## src/hdl/keypad_editor_pkg.sv

```systemverilog
// Constants and carrier types of the keypad digit value editor.
package keypad_editor_pkg;

    // Timing
    localparam int CLK_PERIOD_NS = 8;
    localparam int TICK_PERIOD_NS = 1000000;
    localparam int DEBOUNCE_MS = 8;
    localparam int LONG_PRESS_MS = 1000;
    localparam int EDIT_BLINK_MS = 500;
    localparam int FLASH_MS = 250;
    localparam int FLASH_PHASES = 6;
    localparam int DWELL_STEP_MS = 10;

    // Register byte addresses
    localparam logic [7:0] CTRL_A = 8'h00;
    localparam logic [7:0] OPEN_A = 8'h04;
    localparam logic [7:0] PVAL_LO_A = 8'h08;
    localparam logic [7:0] PVAL_HI_A = 8'h0C;
    localparam logic [7:0] PMIN_A = 8'h10;
    localparam logic [7:0] PMAX_A = 8'h14;
    localparam logic [7:0] STATUS_A = 8'h18;
    localparam logic [7:0] EXEC_A = 8'h1C;
    localparam logic [7:0] EDIT_A = 8'h20;

    // Field positions
    localparam int CTRL_FLD_LSB = 0;
    localparam int CTRL_ENT_LSB = 4;
    localparam int CTRL_REL_BIT = 6;
    localparam int CTRL_DP_LSB = 8;
    localparam int ST_IDX_LSB = 0;
    localparam int ST_EDIT_BIT = 4;
    localparam int ST_FLASH_BIT = 5;
    localparam int ST_REJECT_BIT = 6;
    localparam int ST_RUN_BIT = 7;
    localparam int ST_INPOS_BIT = 8;
    localparam int KEY_BACK = 0;
    localparam int KEY_SHIFT = 1;
    localparam int KEY_DOWN = 2;
    localparam int KEY_UP = 3;

    // Digit layout and ranges
    localparam int DIGITS_MAX = 10;
    localparam int ENTRIES = 4;
    localparam logic [3:0] HALF_DIGITS = 4'h5;
    localparam logic [3:0] LONG_MIN_DIGITS = 4'h7;
    localparam logic [3:0] NDIG_MAX = 4'hA;
    localparam logic [3:0] NDIG_HEX = 4'h2;
    localparam logic [3:0] NDIG_TARGET = 4'h7;
    localparam logic [3:0] NDIG_SPEED = 4'h6;
    localparam logic [3:0] NDIG_DWELL = 4'h5;
    localparam logic [3:0] DEC_MAX = 4'h9;
    localparam logic [3:0] HEX_MAX = 4'hF;
    localparam logic [33:0] TARGET_MAX = 34'h1E8480;
    localparam logic [33:0] SPEED_MIN = 34'h1;
    localparam logic [33:0] SPEED_MAX = 34'h927C0;
    localparam logic [33:0] DWELL_MAX = 34'hFFFF;
    localparam logic [7:0] AUX_RESET = 8'hFF;
    localparam logic [31:0] PMAX_RESET = 32'hFFFFFFFF;

    typedef enum logic [2:0] {
        FLD_PARAM, FLD_STATUS, FLD_TARGET, FLD_SPEED, FLD_DWELL, FLD_AUX
    } field_t;
    typedef enum logic [1:0] {ED_IDLE, ED_EDIT, ED_FLASH} ed_state_t;
    typedef enum logic [1:0] {PFX_NONE, PFX_HIGH, PFX_LOW} prefix_t;

    typedef struct packed {
        logic [7:0] addr;
        logic [31:0] wdata;
        logic wr;
        logic rd;
    } bus_req_t;

    typedef struct packed {
        logic up;
        logic down;
        logic shift;
        logic back_out_key;
    } key_t;

    typedef struct packed {
        logic [7:0] status;
        logic neg;
        logic [27:0] target;
        logic [23:0] speed;
        logic [19:0] dwell;
        logic [7:0] aux;
    } entry_t;

    typedef struct packed {
        logic [39:0] digits;
        logic [9:0] lit;
        prefix_t prefix;
        logic neg;
        logic reject_indication;
        logic editing;
        logic [2:0] dwell_timer_decimal_place;
    } disp_t;

    typedef struct packed {
        logic start;
        logic [27:0] target;
        logic neg;
        logic relative;
        logic [7:0] aux_code;
        logic in_position_output;
    } move_t;

    typedef struct packed {
        logic [16:0] tick_cnt;
        logic [3:0][3:0] db_cnt;
        logic [3:0] key_st;
        logic [3:0] key_prev;
        logic [9:0] hold_ms;
        logic [8:0] blink_ms;
        logic blink_on;
        ed_state_t mode;
        logic [7:0] flash_ms;
        logic [2:0] flash_n;
        logic [39:0] buf_d;
        logic buf_neg;
        logic [3:0] idx;
        logic [3:0] ndig;
        field_t fld;
        logic [1:0] ent;
        logic reject;
        field_t fld_sel;
        logic [1:0] ent_sel;
        logic rel_mode;
        logic [2:0] dp_pos;
        logic [39:0] pval;
        logic [31:0] pmin;
        logic [31:0] pmax;
        entry_t [ENTRIES-1:0] tbl;
        logic running;
        logic [15:0] dwell_left;
        logic [3:0] dwell_ms;
        logic [31:0] rdata;
        disp_t disp;
        move_t move;
    } state_t;

endpackage

```

## src/hdl/keypad_digit_value_editor.sv

```systemverilog
// Keypad digit-by-digit value editor with positioning table.
module keypad_digit_value_editor
    import keypad_editor_pkg::*;
#(
    parameter int TICK_CYCLES = TICK_PERIOD_NS / CLK_PERIOD_NS,
    parameter bit HAS_POSITIONING = 1'b1
) (
    // Clock and reset
    input logic core_clk,
    input logic reset,
    // Register port
    input bus_req_t bus,
    output logic [31:0] rdata,
    // Keypad and motion feedback
    input key_t keys,
    input logic at_target,
    // Display and positioning outputs
    output disp_t disp,
    output move_t move
);

    state_t st_r;
    state_t st_nxt;
    logic tick, long_ev, short_ev, sgn, long_val, ok, open_w, exec_w;
    logic [3:0] kv, press, rel, top, dig, dmax;
    logic [33:0] val;
    logic [39:0] sel_mask;
    entry_t ent_v;

    function automatic logic [33:0] bcd2bin(input logic [39:0] b);
        logic [33:0] acc;
        acc = '0;
        for (int i = DIGITS_MAX - 1; i >= 0; i--) begin
            acc = 34'(acc * 34'hA) + 34'(b[i*4 +: 4]);
        end
        return acc;
    endfunction

    assign rdata = st_r.rdata;
    assign disp = st_r.disp;
    assign move = st_r.move;

    always_comb begin
        st_nxt = st_r;
        kv = keys;
        tick = st_r.tick_cnt == 17'(TICK_CYCLES - 1);
        st_nxt.tick_cnt = tick ? '0 : st_r.tick_cnt + 17'h1;
        st_nxt.move.start = 1'b0;
        st_nxt.rdata = '0;
        // Debounce: a level must hold for several ms ticks
        for (int k = 0; k < 4; k++) begin
            if (kv[k] == st_r.key_st[k]) begin
                st_nxt.db_cnt[k] = '0;
            end else if (tick) begin
                if (st_r.db_cnt[k] == 4'(DEBOUNCE_MS - 1)) begin
                    st_nxt.key_st[k] = kv[k];
                    st_nxt.db_cnt[k] = '0;
                end else begin
                    st_nxt.db_cnt[k] = st_r.db_cnt[k] + 4'h1;
                end
            end
        end
        st_nxt.key_prev = st_r.key_st;
        press = st_r.key_st & ~st_r.key_prev;
        rel = ~st_r.key_st & st_r.key_prev;
        // Hold time saturates, so the commit fires once per hold
        if (!st_r.key_st[KEY_SHIFT]) begin
            st_nxt.hold_ms = '0;
        end else if (tick && st_r.hold_ms != 10'(LONG_PRESS_MS)) begin
            st_nxt.hold_ms = st_r.hold_ms + 10'h1;
        end
        long_ev = st_r.key_st[KEY_SHIFT] && tick &&
                  st_r.hold_ms == 10'(LONG_PRESS_MS - 1);
        short_ev = rel[KEY_SHIFT] && st_r.hold_ms != 10'(LONG_PRESS_MS);
        if (tick) begin
            if (st_r.blink_ms == 9'(EDIT_BLINK_MS - 1)) begin
                st_nxt.blink_ms = '0;
                st_nxt.blink_on = !st_r.blink_on;
            end else begin
                st_nxt.blink_ms = st_r.blink_ms + 9'h1;
            end
        end
        sgn = st_r.fld == FLD_TARGET;
        long_val = st_r.ndig >= LONG_MIN_DIGITS;
        top = sgn ? st_r.ndig : st_r.ndig - 4'h1;
        dig = st_r.buf_d[st_r.idx*4 +: 4];
        dmax = (st_r.fld == FLD_STATUS || st_r.fld == FLD_AUX) ?
               HEX_MAX : DEC_MAX;
        sel_mask = 40'hF << (st_r.idx * 4);
        val = bcd2bin(st_r.buf_d);
        unique case (st_r.fld)
            FLD_PARAM: ok = val >= 34'(st_r.pmin) &&
                            val <= 34'(st_r.pmax);
            FLD_TARGET: ok = val <= TARGET_MAX;
            FLD_SPEED: ok = val >= SPEED_MIN && val <= SPEED_MAX;
            FLD_DWELL: ok = val <= DWELL_MAX;
            default: ok = 1'b1;
        endcase
        if (|press) begin
            st_nxt.reject = 1'b0;
        end
        unique case (st_r.mode)
            ED_IDLE: begin
            end
            ED_EDIT: begin
                if (press[KEY_BACK]) begin
                    st_nxt.mode = ED_IDLE;
                end else if (long_ev) begin
                    if (!ok) begin
                        st_nxt.reject = 1'b1;
                    end else begin
                        st_nxt.mode = ED_FLASH;
                        st_nxt.flash_ms = '0;
                        st_nxt.flash_n = '0;
                        unique case (st_r.fld)
                            FLD_PARAM: st_nxt.pval = st_r.buf_d;
                            FLD_STATUS:
                                st_nxt.tbl[st_r.ent].status = st_r.buf_d[7:0];
                            FLD_TARGET: begin
                                st_nxt.tbl[st_r.ent].target = st_r.buf_d[27:0];
                                st_nxt.tbl[st_r.ent].neg = st_r.buf_neg;
                            end
                            FLD_SPEED:
                                st_nxt.tbl[st_r.ent].speed = st_r.buf_d[23:0];
                            FLD_DWELL:
                                st_nxt.tbl[st_r.ent].dwell = st_r.buf_d[19:0];
                            default:
                                st_nxt.tbl[st_r.ent].aux = st_r.buf_d[7:0];
                        endcase
                    end
                end else if (short_ev) begin
                    st_nxt.idx = st_r.idx == top ? 4'h0 : st_r.idx + 4'h1;
                end else if (press[KEY_UP] || press[KEY_DOWN]) begin
                    if (sgn && st_r.idx == st_r.ndig) begin
                        st_nxt.buf_neg = !st_r.buf_neg;
                    end else if (press[KEY_UP]) begin
                        st_nxt.buf_d[st_r.idx*4 +: 4] =
                            dig == dmax ? 4'h0 : dig + 4'h1;
                    end else begin
                        st_nxt.buf_d[st_r.idx*4 +: 4] =
                            dig == 4'h0 ? dmax : dig - 4'h1;
                    end
                end
            end
            ED_FLASH: begin
                if (tick) begin
                    if (st_r.flash_ms == 8'(FLASH_MS - 1)) begin
                        st_nxt.flash_ms = '0;
                        st_nxt.flash_n = st_r.flash_n + 3'h1;
                        if (st_r.flash_n == 3'(FLASH_PHASES - 1)) begin
                            st_nxt.mode = ED_IDLE;
                        end
                    end else begin
                        st_nxt.flash_ms = st_r.flash_ms + 8'h1;
                    end
                end
            end
        endcase
        // Positioning run: dwell counts once the motor is at target
        if (st_r.running && at_target) begin
            if (st_r.dwell_left == '0) begin
                st_nxt.move.in_position_output = 1'b1;
                st_nxt.running = 1'b0;
            end else if (tick) begin
                if (st_r.dwell_ms == 4'(DWELL_STEP_MS - 1)) begin
                    st_nxt.dwell_ms = '0;
                    st_nxt.dwell_left = st_r.dwell_left - 16'h1;
                end else begin
                    st_nxt.dwell_ms = st_r.dwell_ms + 4'h1;
                end
            end
        end
        // Register port
        open_w = bus.wr && bus.addr == OPEN_A;
        exec_w = bus.wr && bus.addr == EXEC_A;
        ent_v = st_r.tbl[st_r.ent_sel];
        if (bus.wr) begin
            unique case (bus.addr)
                CTRL_A: begin
                    st_nxt.fld_sel = field_t'(bus.wdata[CTRL_FLD_LSB +: 3]);
                    st_nxt.ent_sel = bus.wdata[CTRL_ENT_LSB +: 2];
                    st_nxt.rel_mode = bus.wdata[CTRL_REL_BIT];
                    st_nxt.dp_pos = bus.wdata[CTRL_DP_LSB +: 3];
                end
                PVAL_LO_A: st_nxt.pval[31:0] = bus.wdata;
                PVAL_HI_A: st_nxt.pval[39:32] = bus.wdata[7:0];
                PMIN_A: st_nxt.pmin = bus.wdata;
                PMAX_A: st_nxt.pmax = bus.wdata;
                default: begin
                end
            endcase
        end
        if (open_w) begin
            st_nxt.fld = st_r.fld_sel;
            st_nxt.ent = st_r.ent_sel;
            st_nxt.reject = 1'b0;
            st_nxt.blink_on = 1'b1;
            st_nxt.blink_ms = '0;
            st_nxt.buf_neg = 1'b0;
            st_nxt.mode = ED_EDIT;
            unique case (st_r.fld_sel)
                FLD_PARAM: begin
                    st_nxt.buf_d = st_r.pval;
                    st_nxt.ndig = (bus.wdata[3:0] == 4'h0 ||
                                   bus.wdata[3:0] > NDIG_MAX) ?
                                  NDIG_MAX : bus.wdata[3:0];
                end
                FLD_TARGET: begin
                    st_nxt.buf_d = {12'h0, ent_v.target};
                    st_nxt.buf_neg = ent_v.neg;
                    st_nxt.ndig = NDIG_TARGET;
                end
                FLD_SPEED: begin
                    st_nxt.buf_d = {16'h0, ent_v.speed};
                    st_nxt.ndig = NDIG_SPEED;
                end
                FLD_DWELL: begin
                    st_nxt.buf_d = {20'h0, ent_v.dwell};
                    st_nxt.ndig = NDIG_DWELL;
                end
                FLD_STATUS: begin
                    st_nxt.buf_d = {32'h0, ent_v.status};
                    st_nxt.ndig = NDIG_HEX;
                end
                default: begin
                    st_nxt.buf_d = {32'h0, ent_v.aux};
                    st_nxt.ndig = NDIG_HEX;
                end
            endcase
            // Long values open on the high half, units of that half first
            st_nxt.idx = st_nxt.ndig >= LONG_MIN_DIGITS ?
                         HALF_DIGITS : 4'h0;
            if (!HAS_POSITIONING && st_r.fld_sel != FLD_PARAM) begin
                st_nxt.mode = ED_IDLE;
                st_nxt.reject = 1'b1;
            end
        end
        if (exec_w && HAS_POSITIONING) begin
            st_nxt.move.start = 1'b1;
            st_nxt.move.target = ent_v.target;
            st_nxt.move.neg = ent_v.neg;
            st_nxt.move.relative = st_r.rel_mode;
            st_nxt.move.aux_code = ent_v.aux;
            st_nxt.move.in_position_output = 1'b0;
            st_nxt.running = 1'b1;
            st_nxt.dwell_ms = '0;
            st_nxt.dwell_left = 16'(bcd2bin({20'h0, ent_v.dwell}));
        end
        if (bus.rd) begin
            unique case (bus.addr)
                CTRL_A: begin
                    st_nxt.rdata[CTRL_FLD_LSB +: 3] = st_r.fld_sel;
                    st_nxt.rdata[CTRL_ENT_LSB +: 2] = st_r.ent_sel;
                    st_nxt.rdata[CTRL_REL_BIT] = st_r.rel_mode;
                    st_nxt.rdata[CTRL_DP_LSB +: 3] = st_r.dp_pos;
                end
                PVAL_LO_A: st_nxt.rdata = st_r.pval[31:0];
                PVAL_HI_A: st_nxt.rdata[7:0] = st_r.pval[39:32];
                PMIN_A: st_nxt.rdata = st_r.pmin;
                PMAX_A: st_nxt.rdata = st_r.pmax;
                STATUS_A: begin
                    st_nxt.rdata[ST_IDX_LSB +: 4] = st_r.idx;
                    st_nxt.rdata[ST_EDIT_BIT] = st_r.mode == ED_EDIT;
                    st_nxt.rdata[ST_FLASH_BIT] = st_r.mode == ED_FLASH;
                    st_nxt.rdata[ST_REJECT_BIT] = st_r.reject;
                    st_nxt.rdata[ST_RUN_BIT] = st_r.running;
                    st_nxt.rdata[ST_INPOS_BIT] = st_r.move.in_position_output;
                end
                EDIT_A: st_nxt.rdata = st_r.buf_d[31:0];
                default: begin
                end
            endcase
        end
        // Display image
        st_nxt.disp.digits = st_r.buf_d;
        st_nxt.disp.neg = st_r.buf_neg;
        st_nxt.disp.reject_indication = st_r.reject;
        st_nxt.disp.editing = st_r.mode == ED_EDIT;
        st_nxt.disp.dwell_timer_decimal_place = st_r.dp_pos;
        st_nxt.disp.lit = '1;
        if (st_r.mode == ED_EDIT && !st_r.blink_on && st_r.idx < st_r.ndig) begin
            st_nxt.disp.lit[st_r.idx] = 1'b0;
        end else if (st_r.mode == ED_FLASH && !st_r.flash_n[0]) begin
            st_nxt.disp.lit = '0;
        end
        if (!long_val) begin
            st_nxt.disp.prefix = PFX_NONE;
        end else begin
            st_nxt.disp.prefix = st_r.idx >= HALF_DIGITS ?
                                 PFX_HIGH : PFX_LOW;
        end
    end

    always_ff @(posedge core_clk) begin
        if (reset) begin
            st_r <= '0;
            st_r.pmax <= PMAX_RESET;
            for (int i = 0; i < ENTRIES; i++) begin
                st_r.tbl[i].aux <= AUX_RESET;
            end
        end else begin
            st_r <= st_nxt;
        end
    end
endmodule // keypad_digit_value_editor

```

## config.mk

```make
export PLATFORM = sky130hd
export DESIGN_NAME = keypad_digit_value_editor
export DESIGN_NICKNAME = d
export VERILOG_FILES = /design/src/hdl/keypad_editor_pkg.sv /design/src/hdl/keypad_digit_value_editor.sv
export SDC_FILE = /design/constraint.sdc
export NUM_CORES = 2
export LEC_CHECK = 0
export BUFFER_PORTS_ARGS = -buffer_cell sky130_fd_sc_hd__buf_2
export CORE_MARGIN = 10
export CORE_UTILIZATION = 50
export DETAILED_ROUTE_END_ITERATION = 12
export PLACE_DENSITY = 0.66
export SLEW_MARGIN = 20
export SYNTH_ARGS = -nofsm -noshare
export SYNTH_HDL_FRONTEND = slang
export SYNTH_SLANG_ARGS = --single-unit
```

## constraint.sdc

```tcl
create_clock -name core_clk -period 23.4 [get_ports core_clk]
set_input_delay 0 -clock core_clk [delete_from_list [all_inputs] [get_ports core_clk]]
set_output_delay 0 -clock core_clk [all_outputs]
set_load 0.05 [all_outputs]
```

# == Yosys cells after proc, flatten, opt, wreduce, memory -nomap -nowiden ==
# Cells that the tools add are included.
# totals
regBits,749
latch_bits,0
mem_bits_rw,0
mem_bits_ro,0
inputBits,49
out_inout_bits,130
word_cells,373
mem_count,0
# op_classes
addsub,29
n_mul,13
div,0
magnitude_cmp,16
eq_ne,55
shift,4
mux,99
bitwise,15
reduce_logical,70
# op_table
operator,count
356-bit bitwise mux,6
356-bit case mux with 5 select lines,1
89-bit demux with 2-bit select,6
40-bit 2-to-1 mux,8
40-bit case mux with 5 select lines,1
89-bit binary-select mux with 2-bit select,1
89-bit 2-to-1 mux,2
104-bit 2-to-1 mux,1
34-bit by 4-bit adder with 34-bit output,3
34-bit by 3-bit multiplier with 33-bit output (second input constant),3
32-bit 2-to-1 mux,3
45-bit 2-to-1 mux,2
21-bit case mux with 4 select lines,1
41-bit 2-to-1 mux,2
81-bit 2-to-1 mux,1
40-bit bitwise mux,2
80-bit 2-to-1 mux,1
4-bit by 34-bit variable part select with 40-bit output,2
56-bit 2-to-1 mux,1
55-bit 2-to-1 mux,1
52-bit 2-to-1 mux,1
4-bit 2-to-1 mux,12
21-bit 2-to-1 mux,2
3-bit case mux with 7 select lines,2
99 further kinds,236

# == Longest topological paths before layout ==
# depth
word_depth,27
depth_mapped,95
mapped_depth_nobuf,93

# == Worst setup path after synthesis ==
# No wires, ideal clock.
# synth_timing
kind,register to register
from,"register st_r, in the netlist st_nxt[95]"
to,register st_r[360] (netlist bit)
setup_time_ns,0.128
t_arrival_ns,19.547
required_time_ns,23.272
slack_ns,3.725
path_stages_with_launch,88
n_path_buf,4
period_less_slack_ns,19.675
cell_sequence,dfxtp_1 ha_1 ha_1 inv_1 fa_1 xor2_1 ha_1 ha_1 xnor2_1 or3b_2 xnor2_1 ha_1 ha_1 a21oi_1 xnor2_1 inv_1 nor3_1 xor2_1 [... 52 more ...] nor4b_1 nand3_1 xor2_1 inv_1 ha_1 and4_1 nand3_1 o31a_1 nand3b_1 o31a_1 a21o_1 a311oi_2 a21boi_2 buf_4 nor4_4 buf_4 mux2i_1 nor2_1
# synth_between
elab_chain_cells,22
word_cells_on_any_way,28
classes_between,add/sub: 9; mul: 9; order compare: 6; mux: 1; reduce/logical: 3
# synth_lines
element,line_no,rtl
"start, declared",keypad_digit_value_editor.sv:22,state_t st_r;
"start signal, assigned",keypad_digit_value_editor.sv:302,st_r <= st_nxt;
4-bit by 3-bit multiplier with 7-bit output *,keypad_digit_value_editor.sv:34,acc = 34'(acc * 34'hA) + 34'(b[i*4 +: 4]);
8-bit by 4-bit adder with 9-bit output *,keypad_digit_value_editor.sv:34,
9-bit by 3-bit multiplier with 12-bit output *,keypad_digit_value_editor.sv:34,
13-bit by 4-bit adder with 14-bit output *,keypad_digit_value_editor.sv:34,
14-bit by 3-bit multiplier with 17-bit output *,keypad_digit_value_editor.sv:34,
18-bit by 4-bit adder with 19-bit output *,keypad_digit_value_editor.sv:34,
19-bit by 3-bit multiplier with 22-bit output *,keypad_digit_value_editor.sv:34,
23-bit by 4-bit adder with 24-bit output *,keypad_digit_value_editor.sv:34,
[... 6 more ...],-,
34-bit by 3-bit multiplier with 33-bit output *,keypad_digit_value_editor.sv:34,
34-bit by 4-bit adder with 34-bit output *,keypad_digit_value_editor.sv:34,
34-bit by 3-bit multiplier with 33-bit output *,keypad_digit_value_editor.sv:34,
34-bit by 4-bit adder with 34-bit output *,keypad_digit_value_editor.sv:34,
34-bit by 1-bit greater-or-equal comparator with 1-bit output (tied with other cells),keypad_digit_value_editor.sv:95,FLD_SPEED: ok = val >= SPEED_MIN && val <= SPEED_MAX;
"1-bit logical AND, on equally long branches","keypad_digit_value_editor.sv:95, keypad_digit_value_editor.sv:92",
1-bit case mux with 4 select lines *,keypad_digit_value_editor.sv:91,unique case (st_r.fld)
5-bit AND reduction (no line) *,-,
# Mark *: on every way between the ends. The rest lies on a longest branch, timed or not.
# A chain may end at the register's enable or synchronous reset.

# == Final worst setup path ==
# layout_timing
from,"register st_r, in the netlist st_nxt[97]"
to,register st_r[610] (netlist bit)
# layout_between
elab_chain_cells,27
word_cells_on_any_way,34
classes_between,add/sub: 9; mul: 9; order compare: 6; mux: 8; reduce/logical: 2
# layout_lines
element,line_no,rtl
4-bit by 3-bit multiplier with 7-bit output,keypad_digit_value_editor.sv:34,
8-bit by 4-bit adder with 9-bit output,keypad_digit_value_editor.sv:34,
9-bit by 3-bit multiplier with 12-bit output,keypad_digit_value_editor.sv:34,
13-bit by 4-bit adder with 14-bit output,keypad_digit_value_editor.sv:34,
14-bit by 3-bit multiplier with 17-bit output,keypad_digit_value_editor.sv:34,
18-bit by 4-bit adder with 19-bit output,keypad_digit_value_editor.sv:34,
19-bit by 3-bit multiplier with 22-bit output,keypad_digit_value_editor.sv:34,
23-bit by 4-bit adder with 24-bit output,keypad_digit_value_editor.sv:34,
[... 11 more ...],-,
"1-bit logical AND, on equally long branches","keypad_digit_value_editor.sv:95, keypad_digit_value_editor.sv:92",
1-bit case mux with 4 select lines,keypad_digit_value_editor.sv:91,
40-bit 2-to-1 mux *,keypad_digit_value_editor.sv:109,if (!ok) begin
40-bit 2-to-1 mux *,keypad_digit_value_editor.sv:108,end else if (long_ev) begin
40-bit 2-to-1 mux *,keypad_digit_value_editor.sv:106,if (press[KEY_BACK]) begin
40-bit 2-to-1 mux *,keypad_digit_value_editor.sv:102,unique case (st_r.mode)
8-bit 2-to-1 mux,keypad_digit_value_editor.sv:178,unique case (bus.addr)
104-bit 2-to-1 mux *,keypad_digit_value_editor.sv:177,if (bus.wr) begin
# Marks and branches as above.

==> results.json <==
{
  "outcome": "complete, no violations",
  "final.setup_skew_ps": 37.5,
  "slowest_delay_ps": 510,
  "dieArea_um2": 121000,
  "grt_pass1_wl_um": 248000,
  "wire_per_inst_um": 20.8,
  "synth_area_leader_cell": "dfxtp_1",
  "antenna_found_initial": 15,
  "cts_buffers": 79,
  "drt_first_pass_iters": 8,
  "portBuffers": 178,
  "drtIter0Drc": 3902,
  "yosysMostFrequentCell": "dfxtp_1",
  "tightest_slew_ps": 1160,
  "cts_max_path_buffers": 3,
  "combPwrFrac_pct": 66.5,
  "crit_type": "flop to flop",
  "achievable-frequency_mhz": 46.1,
  "synth_area_um2": 53600,
  "intPower_uw": 4080,
  "grt_max_degree": 201,
  "fin_crit_sh_pct": 92.6,
  "fin_setup_tns_ps": 0,
  "cts_tree": "yes",
  "area.growth.synth_to_final_pct": 8.15,
  "cp-end-kind": "flop",
  "seqPwrFrac_pct": 16.4,
  "clkLatencyLatePin_ps": 680,
  "yosysUniqueCellTypes": 96,
  "synth_top_flop_cell": "dfxtp_1",
  "grt_usage_pct": 25.3,
  "clock-sinks": 749,
  "crit_top_cell": "ha_1",
  "drtAntennaViolNets": 0,
  "boundaryPins": 179,
  "crit_slowest_cell": "or3b_2",
  "hpwlAfterDp_um": 116000,
  "critical_path_required_ps": 23910,
  "avgSynthCellArea_um2": 8.55,
  "synth-async-reset-ratio_pct": 0,
  "drc": 0,
  "peakVddDrop_v": 0.000672,
  "period_minus_slack_ps": 21680,
  "clk_pin_slew_ps": 70,
  "rsz0062_at_grt": "no",
  "die_height_um": 347,
  "synthCells": 6269,
  "crit_arrival_ps": 22190,
  "yosysWarnings": 0,
  "hold_viol": 0,
  "ys_ff_latch": 749,
  "routed_wl_um": 159000,
  "startpoint": "st_nxt[97]$_SDFFE_PP0P_",
  "core_um2": 107000,
  "rr_endpoint": "st_r[610]$_SDFF_PP0_",
  "synth_edf_count": 0,
  "grt_overflow": 0,
  "holdWs_ps": 72.1,
  "htree_num_levels": 3,
  "p_switching_uw": 3720,
  "p_per_area_nw_per_um2": 135,
  "swShare_pct": 47.7,
  "start_kind": "flop",
  "reg2reg_depth": 86,
  "maxCapViolCount": 0,
  "p_clk_share_pct": 17.1,
  "path_max_fanout": 15,
  "viasPerCell": 5.96,
  "drive_gt1_share_pct": 9.06,
  "power.leakage_uw": 0.0237,
  "r2r_setup_slack_ps": 1720,
  "clockRootBuffer": "clkbuf_16",
  "endpoint": "st_r[610]$_SDFF_PP0_",
  "max-slew-margin-rel_pct": 22.5,
  "initial_core_util_pct": 50.2,
  "timing.rr.start": "st_nxt[97]$_SDFFE_PP0P_",
  "synth_seq_area_share_pct": 28.0,
  "synth_commonest_cells": "dfxtp_1, nor2_1, ha_1",
  "setup_viol": 0,
  "hold_class": "input pin to flop",
  "yosys.area.top_type_share_pct": 28.0,
  "slew_violations": 0,
  "routabilityCongestion": 0.938,
  "die_x_um": 347,
  "finalNetCount": 6780,
  "synthTopCellsByArea": "dfxtp_1, ha_1, mux2i_1",
  "grt_pass1_vias": 43900,
  "row_count": 120,
  "vias": 45500
}
-- sequential cells by signal (all words and copies together) (netlist names) --
signal / count
st_nxt: 49
move: 40
disp: 58
rdata: 32
st_r: 570
-- per-stage QoR --
stage / utilization, % / power (uW) / std cells / cell area [um2] / setup WS, ps
2_1_floorplan: - / 4700 / 6272 / 53600 / 3730
3_3_place_gp: 51.0 / 6080 / 7445 / 54500 / 1700
3_5_place_dp: 51.0 / 6070 / 7445 / 54500 / 1250
4_1_cts: 54.1 / 7440 / 7636 / 57700 / 1180
5_1_grt: 54.3 / 8330 / 7640 / 57900 / 64.0
6_report: 54.3 / 7800 / 7642 / 57900 / 1720
-- cells by family after synthesis --
group           share of synthesized area, %
simple gates                            17.7
xor+xnor                                7.18
other cells                          0.00700
mux                                     11.5
flops                                   28.0
fa+ha+maj                               13.5
buf+inv                                 6.37
compound gates                          15.7
-- layer usage --
layer | vias up | track usage (%) | part of all wire, %
met5 | - | 0 | 0.053
met4 | 14 | 12.2 | 5.1
met3 | 374 | 4.77 | 7.5
met2 | 1531 | 40.8 | 45
met1 | 21600 | 32.3 | 42
li1 | 22100 | - | -
-- layout by cell type, fill, tap and decap left out, types with 51 or more instances in the layout --
cell type,count
a21o_1,106
mux2i_1,391
a21oi_1,414
dfxtp_1,744
clkbuf_16,80
ha_1,535
nor3_1,107
nand4_1,63
nand3_1,113
xnor2_1,241
nor2_1,730
nand2_1,488
inv_1,269
buf_2,177
o21ai_0,194
mux4_2,97
xor2_1,184
a211oi_1,99
buf_4,63
nor2b_1,108
a211o_1,51
and3_1,54
-- cell type report --
| class | instances | area, um2 |
|---|---|---|
| clock buffers | 112 | 2320 |
| diodes | 5 | 12.5 |
| repair buffers | 299 | 2030 |
| well taps | 1403 | 1760 |
| multi-input cells | 4771 | 35300 |
| clock inverters | 33 | 460 |
| inverters | 270 | 1010 |
| fillers | 9812 | 48800 |
| flip-flops and latches | 749 | 15000 |
-- power groups by stage --
stage          clock [uW]  sequential (uW)  combinational [uW]
3_3_place_gp            0             1310                4770
4_1_cts              1350             1280                4800
3_5_place_dp            0             1310                4760
6_report             1330             1280                5190
2_1_floorplan           0             1310                3390
5_1_grt              1400             1280                5650
-- critical path: cells and delay by family (launching register included) --
family / cells / cell delay [ps]
XOR/XNOR: 16 / 3630
flip-flops: 1 / 470
multiplexers: 1 / 420
buffers and inverters: 7 / 1200
AND/OR/NAND/NOR: 22 / 5000
adder cells (fa/ha/maj): 20 / 6610
AO/OA/AOI/OAI: 20 / 4180
-- what timing repair did --
item,CTS,global route
gates resized for setup,0,37
hold endpoints to repair,180,0
buffers inserted,0,1
setup endpoints to repair,0,345
hold buffers,46,0
-- worst min path at each step --
stage / start / end / slack [ps] / cells past startpoint
2_1_floorplan: bus[10] / st_r[515]$_SDFFE_PP1P_ / 120 / 2
3_3_place_gp: bus[13] / st_r[518]$_SDFFE_PP1P_ / 250 / 3
3_5_place_dp: bus[13] / st_r[518]$_SDFFE_PP1P_ / 250 / 3
4_1_cts: bus[37] / rdata[28]$_SDFF_PP0_ / 50 / 5
5_1_grt: bus[37] / rdata[15]$_SDFF_PP0_ / 100 / 5
6_report: bus[37] / rdata[28]$_SDFF_PP0_ / 70 / 5
Power figures use the tool's default switching activity.
